==> src/rx_port_regs_pkg.sv <==
/*
 * Shared constants and carrier types for the per-port receive register group.
 * Assumes a byte-wide register access port driven by the device's I2C target logic.
 */
package rx_port_regs_pkg;

    // ***********************************
    // Register offsets
    // ***********************************
    localparam logic [7:0] PORT_SELECT_ADDR   = 8'h4c;
    localparam logic [7:0] PARITY_HIGH_ADDR   = 8'h55;
    localparam logic [7:0] PARITY_LOW_ADDR    = 8'h56;
    localparam logic [7:0] SELFTEST_ADDR      = 8'h57;
    localparam logic [7:0] BACK_CFG_ADDR      = 8'h58;
    localparam logic [7:0] DATAPATH_ONE_ADDR  = 8'h59;
    localparam logic [7:0] DATAPATH_TWO_ADDR  = 8'h5a;

    // ***********************************
    // Field positions
    // ***********************************
    localparam int FORWARD_ALL_BIT    = 7;
    localparam int FORWARD_MATCH_BIT  = 6;
    localparam int ACK_ALL_BIT        = 5;
    localparam int ALWAYS_ON_BIT      = 4;
    localparam int CRC_ON_BIT         = 3;
    localparam int RATE_LSB           = 0;
    localparam int OVERRIDE_BIT       = 7;
    localparam int GPIO_LSB           = 0;

    // ***********************************
    // Reset values
    // ***********************************
    localparam logic [7:0] BACK_CFG_RESET  = 8'h18;
    localparam logic [7:0] ZERO_BYTE       = 8'h00;
    localparam logic [1:0] SELECT_RESET    = 2'h0;

    // Back channel rate codes
    typedef enum logic [2:0] {
        RATE_2M5 = 3'b000,
        RATE_10M = 3'b010,
        RATE_25M = 3'b101,
        RATE_50M = 3'b110
    } rate_t;

    // Forward channel GPIO counts
    localparam logic [2:0] GPIO_NONE = 3'h0;
    localparam logic [2:0] GPIO_ONE  = 3'h1;
    localparam logic [2:0] GPIO_TWO  = 3'h2;
    localparam logic [2:0] GPIO_FOUR = 3'h4;

    // Register access request
    typedef struct packed {
        logic       wrEn;
        logic       rdEn;
        logic       fromRemote;
        logic [7:0] addr;
        logic [7:0] wdata;
    } reg_req_t;

    // Per-port decoded controls
    typedef struct packed {
        logic       forwardAll;
        logic       forwardMatch;
        logic       ackAll;
        logic       backEnable;
        logic       crcOn;
        logic [2:0] rateCode;
        logic       rateValid;
        logic [2:0] gpioCount;
    } port_ctrl_t;

endpackage

==> src/rx_port_bank.sv <==
/*
 * One receive port's copy of the per-port registers.
 * Assumes the caller gates access strobes with its port selection.
 */
`timescale 1ns/1ps

module rx_port_bank
    import rx_port_regs_pkg::*;
#(
    parameter int COUNT_W = 16
) (
    input  wire logic       clk,
    input  wire logic       srst,
    input  wire logic       pdbRise,
    input  wire logic [2:0] rateStrap,
    input  wire reg_req_t   req,
    input  wire logic       lockRise,
    input  wire logic       parityErr,
    input  wire logic [7:0] selftestCount,
    input  wire logic       fcLoad,
    input  wire logic [1:0] fcGpio,
    output logic [7:0]      rdata,
    output port_ctrl_t      ctrl
);

    // Refuse counter widths the byte read mux cannot serve
    if (COUNT_W != 16) begin : g_bad_count
        $error("COUNT_W must be 16");
    end

    typedef struct packed {
        logic [15:0] parity;
        logic [7:0]  backCfg;
        logic [7:0]  dpOne;
        logic [7:0]  dpTwo;
    } bank_state_t;

    bank_state_t s_q;
    bank_state_t s_d;
    logic        lowRead;
    logic        wrCfg;

    assign lowRead = req.rdEn && req.addr == PARITY_LOW_ADDR;
    assign wrCfg   = req.wrEn && req.addr == BACK_CFG_ADDR;

    // ***********************************
    // Next state
    // ***********************************
    always_comb begin
        s_d = s_q;
        // Restart on lock or low-byte read; a new error still counts
        if (lowRead || lockRise) begin
            s_d.parity = {15'h0000, parityErr};
        end else if (parityErr && s_q.parity != 16'hffff) begin
            s_d.parity = s_q.parity + 16'h0001;
        end
        if (wrCfg) begin
            s_d.backCfg = req.wdata;
            if (req.fromRemote) begin
                s_d.backCfg[ALWAYS_ON_BIT] = s_q.backCfg[ALWAYS_ON_BIT];
            end
        end
        if (pdbRise) begin
            s_d.backCfg[RATE_LSB +: 3] = rateStrap;
        end
        if (req.wrEn && req.addr == DATAPATH_ONE_ADDR) begin
            s_d.dpOne[OVERRIDE_BIT] = req.wdata[OVERRIDE_BIT];
            s_d.dpOne[6:2] = req.wdata[6:2];
            if (s_q.dpOne[OVERRIDE_BIT]) begin
                s_d.dpOne[GPIO_LSB +: 2] = req.wdata[GPIO_LSB +: 2];
            end
        end else if (fcLoad && !s_q.dpOne[OVERRIDE_BIT]) begin
            s_d.dpOne[GPIO_LSB +: 2] = fcGpio;
        end
        if (req.wrEn && req.addr == DATAPATH_TWO_ADDR) begin
            s_d.dpTwo = req.wdata;
        end
    end

    always_ff @(posedge clk) begin
        if (srst) begin
            s_q <= '{parity: 16'h0000, backCfg: BACK_CFG_RESET,
                     dpOne: ZERO_BYTE, dpTwo: ZERO_BYTE};
        end else begin
            s_q <= s_d;
        end
    end

    // ***********************************
    // Read mux and decoded controls
    // ***********************************
    always_comb begin
        unique case (req.addr)
            PARITY_HIGH_ADDR:  rdata = s_q.parity[15:8];
            PARITY_LOW_ADDR:   rdata = s_q.parity[7:0];
            SELFTEST_ADDR:     rdata = selftestCount;
            BACK_CFG_ADDR:     rdata = s_q.backCfg;
            DATAPATH_ONE_ADDR: rdata = s_q.dpOne;
            DATAPATH_TWO_ADDR: rdata = s_q.dpTwo;
            default:           rdata = ZERO_BYTE;
        endcase
    end

    always_comb begin
        ctrl.forwardAll   = s_q.backCfg[FORWARD_ALL_BIT];
        ctrl.forwardMatch = s_q.backCfg[FORWARD_MATCH_BIT];
        ctrl.ackAll       = s_q.backCfg[ACK_ALL_BIT];
        ctrl.backEnable   = s_q.backCfg[ALWAYS_ON_BIT]
                          | s_q.backCfg[FORWARD_ALL_BIT] | s_q.backCfg[FORWARD_MATCH_BIT];
        ctrl.crcOn        = s_q.backCfg[CRC_ON_BIT];
        ctrl.rateCode     = s_q.backCfg[RATE_LSB +: 3];
        unique case (s_q.backCfg[RATE_LSB +: 3])
            RATE_2M5, RATE_10M, RATE_25M, RATE_50M: ctrl.rateValid = 1'b1;
            default:                                ctrl.rateValid = 1'b0;
        endcase
        unique case (s_q.dpOne[GPIO_LSB +: 2])
            2'b00:   ctrl.gpioCount = GPIO_NONE;
            2'b01:   ctrl.gpioCount = GPIO_ONE;
            2'b10:   ctrl.gpioCount = GPIO_TWO;
            2'b11:   ctrl.gpioCount = GPIO_FOUR;
        endcase
    end

endmodule

==> src/rx_port_back_channel_config_regs.sv <==
/*
 * Two-port register group: port select, parity counters, self-test count,
 * back channel and datapath configuration, with forward channel loading.
 * Assumes a one-cycle register strobe interface from the I2C target logic.
 */
// Function
// - Port-select register routes accesses per port
// - Count parity errors; restart on lock, read
// - Low byte read returns, then clears
// - High byte holds upper bits, cleared too
// - Self-test error count is read-only byte
// - Forward-all bit forwards every transaction
// - Forward-on-match forwards matching transactions only
// - Acknowledge-all bit acknowledges every write
// - Always-on, else enabled by forwarding bits
// - Always-on writable only by local controller
// - CRC generator follows its enable bit
// - Rate codes 000,010,101,110; others reserved
// - Rate reset value loaded from strap
// - Override bit blocks forward channel loading
// - GPIO count codes none, one, two, four
// - GPIO count written locally only with override
`timescale 1ns/1ps

module rx_port_back_channel_config_regs
    import rx_port_regs_pkg::*;
#(
    parameter int PORTS = 2
) (
    input  wire logic                    clk,
    input  wire logic                    srst,
    input  wire logic                    powerDownPin,
    input  wire logic [2:0]              rateStrap,
    input  wire reg_req_t                req,
    input  wire logic [PORTS-1:0]        lockRise,
    input  wire logic [PORTS-1:0]        parityErr,
    input  wire logic [PORTS*8-1:0]      selftestCount,
    input  wire logic [PORTS-1:0]        fcLoad,
    input  wire logic [PORTS*2-1:0]      fcGpio,
    output logic [7:0]                   rdata,
    output port_ctrl_t [PORTS-1:0]       portCtrl
);

    // Refuse port counts the read mux cannot serve
    if (PORTS != 2) begin : g_bad_ports
        $error("PORTS must be 2");
    end

    typedef struct packed {
        logic [1:0]                  sel;
        logic                        pdbPrev;
        logic [7:0]                  rdata;
        port_ctrl_t [PORTS-1:0]      ctrl;
    } top_state_t;

    top_state_t           s_q;
    top_state_t           s_d;
    logic                 pdbRise;
    logic [PORTS*8-1:0]   bankData;
    port_ctrl_t [PORTS-1:0] bankCtrl;

    assign pdbRise = powerDownPin && !s_q.pdbPrev;

    // ***********************************
    // Per-port banks
    // ***********************************
    for (genvar p = 0; p < PORTS; p++) begin : g_port
        reg_req_t portReq;
        always_comb begin
            portReq      = req;
            portReq.wrEn = req.wrEn && s_q.sel[p];
            portReq.rdEn = req.rdEn && s_q.sel[p];
        end
        rx_port_bank #(.COUNT_W(16)) u_bank (
            .clk           (clk),
            .srst          (srst),
            .pdbRise       (pdbRise),
            .rateStrap     (rateStrap),
            .req           (portReq),
            .lockRise      (lockRise[p]),
            .parityErr     (parityErr[p]),
            .selftestCount (selftestCount[p*8 +: 8]),
            .fcLoad        (fcLoad[p]),
            .fcGpio        (fcGpio[p*2 +: 2]),
            .rdata         (bankData[p*8 +: 8]),
            .ctrl          (bankCtrl[p])
        );
    end

    // ***********************************
    // Select register, read data, control outputs
    // ***********************************
    always_comb begin
        s_d         = s_q;
        s_d.pdbPrev = powerDownPin;
        s_d.ctrl    = bankCtrl;
        if (req.wrEn && req.addr == PORT_SELECT_ADDR) begin
            s_d.sel = req.wdata[1:0];
        end
        if (req.rdEn) begin
            if (req.addr == PORT_SELECT_ADDR) begin
                s_d.rdata = {6'h00, s_q.sel};
            end else if (s_q.sel[0]) begin
                s_d.rdata = bankData[7:0];
            end else if (s_q.sel[1]) begin
                s_d.rdata = bankData[15:8];
            end else begin
                s_d.rdata = ZERO_BYTE;
            end
        end
    end

    always_ff @(posedge clk) begin
        if (srst) begin
            s_q <= '{sel: SELECT_RESET, pdbPrev: 1'b0, rdata: ZERO_BYTE, ctrl: '0};
        end else begin
            s_q <= s_d;
        end
    end

    assign rdata    = s_q.rdata;
    assign portCtrl = s_q.ctrl;

    // ***********************************
    // Checks
    // ***********************************
    a_lowread_clears: assert property (@(posedge clk) disable iff (srst)
        req.rdEn && req.addr == PARITY_LOW_ADDR && s_q.sel[0] && !parityErr[0]
        |=> g_port[0].u_bank.s_q.parity == 16'h0000)
        else $error("parity count not cleared by low byte read");
    a_lock_restarts: assert property (@(posedge clk) disable iff (srst)
        lockRise[0] && !parityErr[0] |=> g_port[0].u_bank.s_q.parity == 16'h0000)
        else $error("parity count not restarted on lock");
    a_remote_alwayson: assert property (@(posedge clk) disable iff (srst)
        req.wrEn && req.fromRemote && req.addr == BACK_CFG_ADDR && s_q.sel[0]
        |=> $stable(g_port[0].u_bank.s_q.backCfg[ALWAYS_ON_BIT]))
        else $error("remote write changed always-on bit");
    a_back_enable: assert property (@(posedge clk) disable iff (srst)
        !g_port[0].u_bank.s_q.backCfg[ALWAYS_ON_BIT]
        && !g_port[0].u_bank.s_q.backCfg[FORWARD_ALL_BIT]
        && !g_port[0].u_bank.s_q.backCfg[FORWARD_MATCH_BIT] |=> !portCtrl[0].backEnable)
        else $error("back channel on without always-on or forwarding");
    a_back_forced: assert property (@(posedge clk) disable iff (srst)
        g_port[0].u_bank.s_q.backCfg[ALWAYS_ON_BIT] |=> portCtrl[0].backEnable)
        else $error("back channel off while always-on set");
    a_gpio_locked: assert property (@(posedge clk) disable iff (srst)
        !g_port[0].u_bank.s_q.dpOne[OVERRIDE_BIT] && !fcLoad[0]
        |=> $stable(g_port[0].u_bank.s_q.dpOne[1:0]))
        else $error("gpio count changed without load or override");
    a_override_holds: assert property (@(posedge clk) disable iff (srst)
        g_port[0].u_bank.s_q.dpOne[OVERRIDE_BIT] && fcLoad[0] && !req.wrEn
        |=> $stable(g_port[0].u_bank.s_q.dpOne))
        else $error("forward load overwrote override value");
    a_strap_rate: assert property (@(posedge clk) disable iff (srst)
        powerDownPin && !s_q.pdbPrev |=> g_port[0].u_bank.s_q.backCfg[2:0] == $past(rateStrap))
        else $error("rate not loaded from strap");
    a_select_route: assert property (@(posedge clk) disable iff (srst)
        req.wrEn && req.addr == BACK_CFG_ADDR && s_q.sel == 2'b10
        |=> $stable(g_port[0].u_bank.s_q.backCfg))
        else $error("unselected port was written");
    a_select_other: assert property (@(posedge clk) disable iff (srst)
        req.wrEn && req.addr == BACK_CFG_ADDR && s_q.sel == 2'b01 && !pdbRise
        |=> $stable(g_port[1].u_bank.s_q.backCfg))
        else $error("unselected second port was written");

endmodule

==> config.mk <==
export PLATFORM = sky130hd
export DESIGN_NAME = rx_port_back_channel_config_regs
export DESIGN_NICKNAME = d
export VERILOG_FILES = /design/src/rx_port_regs_pkg.sv /design/src/rx_port_bank.sv /design/src/rx_port_back_channel_config_regs.sv
export SDC_FILE = /design/constraint.sdc
export NUM_CORES = 1
export LEC_CHECK = 0
export BUFFER_PORTS_ARGS = -buffer_cell sky130_fd_sc_hd__buf_2
export CORE_MARGIN = 1.5
export CORE_UTILIZATION = 55
export DETAILED_ROUTE_END_ITERATION = 10
export PLACE_DENSITY = 0.75
export SYNTH_ARGS = -nofsm -noshare
export SYNTH_HDL_FRONTEND = slang
export SYNTH_SLANG_ARGS = --single-unit
==> constraint.sdc <==
create_clock -name clk -period 2.11 [get_ports clk]
set_input_delay 0.211 -clock clk [delete_from_list [all_inputs] [get_ports clk]]
set_output_delay 0.211 -clock clk [all_outputs]
set_load 0.05 [all_outputs]
# Word level (Yosys, flattened, before mapping)
# Cells that the tools add are included.
dict set report op_classes {
  n_reduce_logical 41
  n_mux 23
  addsub 2
  bitwise_logic 5
  n_eq_ne 23
}
# cell n
set ops {}
lappend ops {{8-bit one-hot mux with 6 select lines} 2}
lappend ops {{8-bit by 7-bit == test with 1-bit output, second input constant} 7}
lappend ops {{16-bit by 1-bit adder with 16-bit output, second input constant} 2}
lappend ops {{16-bit inequality test, second input constant} 2}
lappend ops {{8-bit 2-to-1 mux} 3}
lappend ops {{3-bit one-hot mux with 4 select lines} 2}
lappend ops {{1-bit logical AND} 18}
lappend ops {{3-bit == test, second input constant} 4}
lappend ops {{2-bit 2-to-1 mux} 6}
lappend ops {{3-bit 2-to-1 mux} 4}
lappend ops {{2-bit nonzero test} 6}
lappend ops {{2-bit == test, second input constant} 4}
lappend ops {{2-bit AND reduction} 4}
lappend ops {{4-bit OR reduction} 2}
lappend ops {{3-bit by 2-bit == test with 1-bit output, second input constant} 2}
lappend ops {{3-bit logical NOT} 2}
lappend ops {{1-bit 2-to-1 mux} 6}
lappend ops {{2-bit by 1-bit == test with 1-bit output, second input constant} 2}
lappend ops {{2-bit logical NOT} 2}
lappend ops {{2-bit by 1-bit inequality test with 1-bit output, second input constant} 2}
lappend ops {{1-bit OR} 4}
lappend ops {{2-bit OR reduction} 2}
lappend ops {{1-bit logical NOT} 3}
lappend ops {{1-bit logical OR} 2}
lappend ops {{1-bit NOT} 1}
dict set report totals {
  in_bits 51
  regBits 115
}

# Logic depth before layout (Yosys ltp)
dict set report depth {
  depth_word 5
  ltp_mapped 9
}

# By module
# From an unflattened synthesis, not the netlist that was laid out.
dict set report hier_totals {
  cells_unflattened 714
  hier_area_um2 6262.3
}
# module cells_per_inst area_each_um2 n_inst seq_area_each_um2
set modules_own_cells {}
lappend modules_own_cells {rx_port_bank 284 2398.6 2 800.8}
lappend modules_own_cells {rx_port_back_channel_config_regs 146 1465.2 1 700.7}

# Worst setup path before layout
# No wires, ideal clock.
dict set report synth_path {
  kind {register to register}
  startpoint {register g_port[1].u_bank.s_q[24] (netlist name)}
  endpoint {register g_port[1].u_bank.s_q[24] (netlist name)}
  path_stages_with_launch 8
  n_path_buf 1
  slack_ps 306
  synth_period_minus_slack_ps 1804
  arrival_ps 1719
  t_required_ps 2024
  cell_sequence {dfxtp_1 ha_1 nand4_1 or4_1 clkbuf_1 nand2_1 xor2_1 a211oi_1}
}
dict set report synth_via {
  elab_chain_cells 3
  elab_cells_between_ends 6
}
# item line
set synth_rtl {}
lappend synth_rtl {{start, declared} rx_port_bank.sv:38} ;# bank_state_t s_q;
lappend synth_rtl {{start signal, assigned} rx_port_bank.sv:82} ;# s_q <= '{parity: 16'h0000, backCfg: BACK_CFG_RESET,
lappend synth_rtl {{16-bit by 1-bit adder with 16-bit output or 16-bit inequality test (tied branches)} {rx_port_bank.sv:55, rx_port_bank.sv:54}}
lappend synth_rtl {{1-bit 2-to-1 mux or 1-bit logical AND (tied branches)} rx_port_bank.sv:54} ;# end else if (parityErr && s_q.parity != 16'hffff) begin
lappend synth_rtl {{1-bit 2-to-1 mux or 2-bit nonzero test (tied branches)} --}
# Parallel ways exist; a longest one is shown, timed or not. The select of a mux whose other input is x is not followed.
# A chain may end at the register's enable or synchronous reset.

# Worst setup path after layout
# Ends and elaborated chain as after synthesis.

==> out/qor.yml <==
timing:
  hold_slack_ns: 0.0196
  slew_violations: 0
  maxSlewHeadroom_pct: 55.8
  rsz0062_at_grt: "no"
  setup_viol: 0
  timing.final.crit_share_pct: 91.0
  tightest_slew_ns: 0.663
  clock_skew_ns: 0.00624
  final_hold_viol_count: 0
  post-route-min-period_ns: 1.92
  setup_tns_ns: 0
  max_freq_ghz: 0.521
finish:
  final_nets: 778
  layout_common_cells: "115 x dfxtp_1, 82 x buf_2, 79 x nor2_1, 44 x mux2i_1, 37 x nand2_1"
  antenna_cells: 0
  fin_cells: 872
  fin_area_um2: 6800
  drive_gt1_share_pct: 21.5
  final_common_cell: "dfxtp_1"
  syn_to_final_growth_pct: 18.7
min_path:
  hp-class: "in2reg"
floorplanning:
  fp.dieW_um: 105
  die_h_um: 105
  rows: 37
  dieArea_um2: 11000
  fp.coreArea_um2: 10200
  pin_count: 83
  initial_core_util_pct: 55.9
pwr:
  switchingPower_mw: 1.26
  combPwrFrac_pct: 7.1
  ir_drop_v: 0.000839
  swShare_pct: 23.4
  p_per_area_nw_per_um2: 794
  p_leak_nw: 2.58
  pwr-share-seq_pct: 41.5
  power.clock.fraction_pct: 51.4
  power.internal_mw: 4.13
  total_power_mw: 5.40
setup_path:
  worstPathRequired_ns: 2.55
  rrSetupSlack_ns: 0.19
  reg2reg_depth: 6
  path_max_fanout: 9
  criticalPathCategory: "reg2reg"
  endpoint: "g_port[1].u_bank.s_q[24]"
  r2r_start: "g_port[1].u_bank.s_q[24]"
  startpoint: "g_port[1].u_bank.s_q[24]"
  r2r_end: "g_port[1].u_bank.s_q[24]"
  start_kind: "flop"
  arrival_ns: 2.36
  endpoint_kind: "flop"
clock_network:
  htreeDepth: 4
  cts_tree: "built"
  cts.path.max_buffers: 2
  post-cts-setup-buffers: 0
  cts_buffers: 17
  cts_num_sinks: 115
  clk_latency_ns: 0.53
  clk_pin_slew_ns: 0.06
  root_buffer: "clkbuf_8"
logic_synthesis:
  synth.yosys.seq_area_share_pct: 40.2
  synthesis.nets: 704
  synth.distinct_cells: 64
  ys_ff_latch: 115
  syn_area_per_cell_um2: 8.79
  ys_warn_count: 0
  synth_flop_cell: "dfxtp_1"
  syn-cell-area_um2: 5720
  syn_inst: 651
  synth-edff-count: 0
  async_flop_share_pct: 0
placement:
  placed_area_um2: 6110
  place.gp.congestion: 0.966
  port_buffers: 82
  dp.cells: 831
  dp_hpwl_um: 11500
drt:
  vias: 5218
  antenna_left: 0
  first_iter_violations: 379
  drt-total-wl_um: 15900
  wire_per_inst_um: 18.3
  drt_pass1_iterations: 6
  drc_errors: 0
  routed_via_density: 5.98
grt:
  grtUsageTotal_pct: 29.8
  grt_pass1_vias: 4902
  antenna_found_initial: 0
  grt_pass1_wl_um: 25400
  grt_max_degree: 68
  grt_overflow: 0
outcome:
  outcome: "finished clean"
run:
  maxCapViolCount: 0
==> registers in the layout, summed over array words and instances (netlist names) <==
| signal | cells |
|---|---|
| g_port.u_bank.ctrl | 14 |
| rdata | 8 |
| s_q | 3 |
| g_port.u_bank.s_q | 66 |
| portCtrl | 24 |
==> worst max-delay path, cell delays in order (launching register included) <==
cell	delay, ns
dfxtp_1	0.39
ha_1	0.26
nand4_1	0.12
or4_4	0.61
nand2_1	0.13
xor2_1	0.08
a211oi_1	0.24
==> synth_stat cells, drive strengths merged (6+ instances only) <==
| cell | n | area, um^2 |
|---|---|---|
| dfxtp | 115 | 2300 |
| nor2 | 83 | 322 |
| mux2i | 44 | 440 |
| buf | 43 | 318 |
| nand2 | 38 | 145 |
| a22oi | 28 | 210 |
| nand3 | 28 | 140 |
| nor3 | 23 | 115 |
| clkbuf | 22 | 82.6 |
| a21oi | 21 | 105 |
| nor2b | 19 | 119 |
| o21ai | 18 | 93.8 |
| xor2 | 18 | 158 |
| nand4 | 17 | 119 |
| and3 | 10 | 62.6 |
| o22ai | 10 | 62.6 |
| xnor2 | 10 | 87.6 |
| and2 | 8 | 50.1 |
| inv | 8 | 30.0 |
| nor3b | 7 | 57.6 |
| a211oi | 6 | 45.0 |
| nand2b | 6 | 37.5 |
==> power by group through the flow <==
stage               registers, mW  clock network [mW]  logic, mW
finish                       2.24                2.78      0.382
global route                 2.24                2.90      0.404
CTS                          2.24                2.81      0.376
detailed placement           2.29                   0      0.359
global placement             2.29                   0      0.353
floorplan                    2.28                   0      0.249
==> cell families after synthesis <==
group,after synthesis,share of synthesized area [%]
muxes,45,7.89
buffers and inverters,73,7.52
adders and majority gates,2,0.437
xor gates and xnor gates,28,4.28
and+or+nand+nor,264,24.7
AOI/OAI and AO/OA,124,15.0
DFF,115,40.2
==> cell type report <==
| cell class | count | area, um^2 |
|---|---|---|
| Fill cell | 872 | 3430 |
| Timing Repair Buffer | 120 | 723 |
| Inverter | 8 | 30.0 |
| Clock buffer | 22 | 473 |
| Clock inverter | 8 | 103 |
| Sequential cell | 115 | 2300 |
| Tap cell | 136 | 170 |
| Multi-Input combinational cell | 463 | 3000 |
==> routing by layer <==
| metal | wire length [um] | global-route usage (%) | up-vias |
|---|---|---|---|
| met5 | 0 | 0 | - |
| met4 | 637 | 15.5 | 0 |
| met3 | 1020 | 6.99 | 55 |
| met2 | 7270 | 45.7 | 222 |
| met1 | 7000 | 39.1 | 2484 |
| li1 | - | - | 2457 |
==> worst min-delay path by stage <==
stage / from / to / slack (ns) / depth (start not counted)
after global routing: req[18] / s_q[34] / 0.02 / 3
final: lockRise[1] / g_port[1].u_bank.s_q[24] / 0.02 / 4
after detailed placement: powerDownPin / s_q[32] / 0.45 / 2
after global placement: powerDownPin / s_q[32] / 0.44 / 2
after CTS: parityErr[1] / g_port[1].u_bank.s_q[25] / 0.0004 / 3
after floorplan: req[3] / g_port[0].u_bank.ctrl[7] / 0.33 / 2
==> timing repair <==
action                     in CTS  in global routing
hold endpoints to repair       13                  0
resized for setup               0                  1
hold buffers                   11                  0
setup endpoints to repair       0                  1
==> stage by stage <==
stage          util, %  setup WS [ns]
4_1_cts           66.4         0.0799
6_report          66.4          0.190
3_5_place_dp      59.7         0.0941
2_1_floorplan        -          0.306
5_1_grt           66.4         0.0575
3_3_place_gp      59.7          0.188
(Power assumes the default switching activity.)
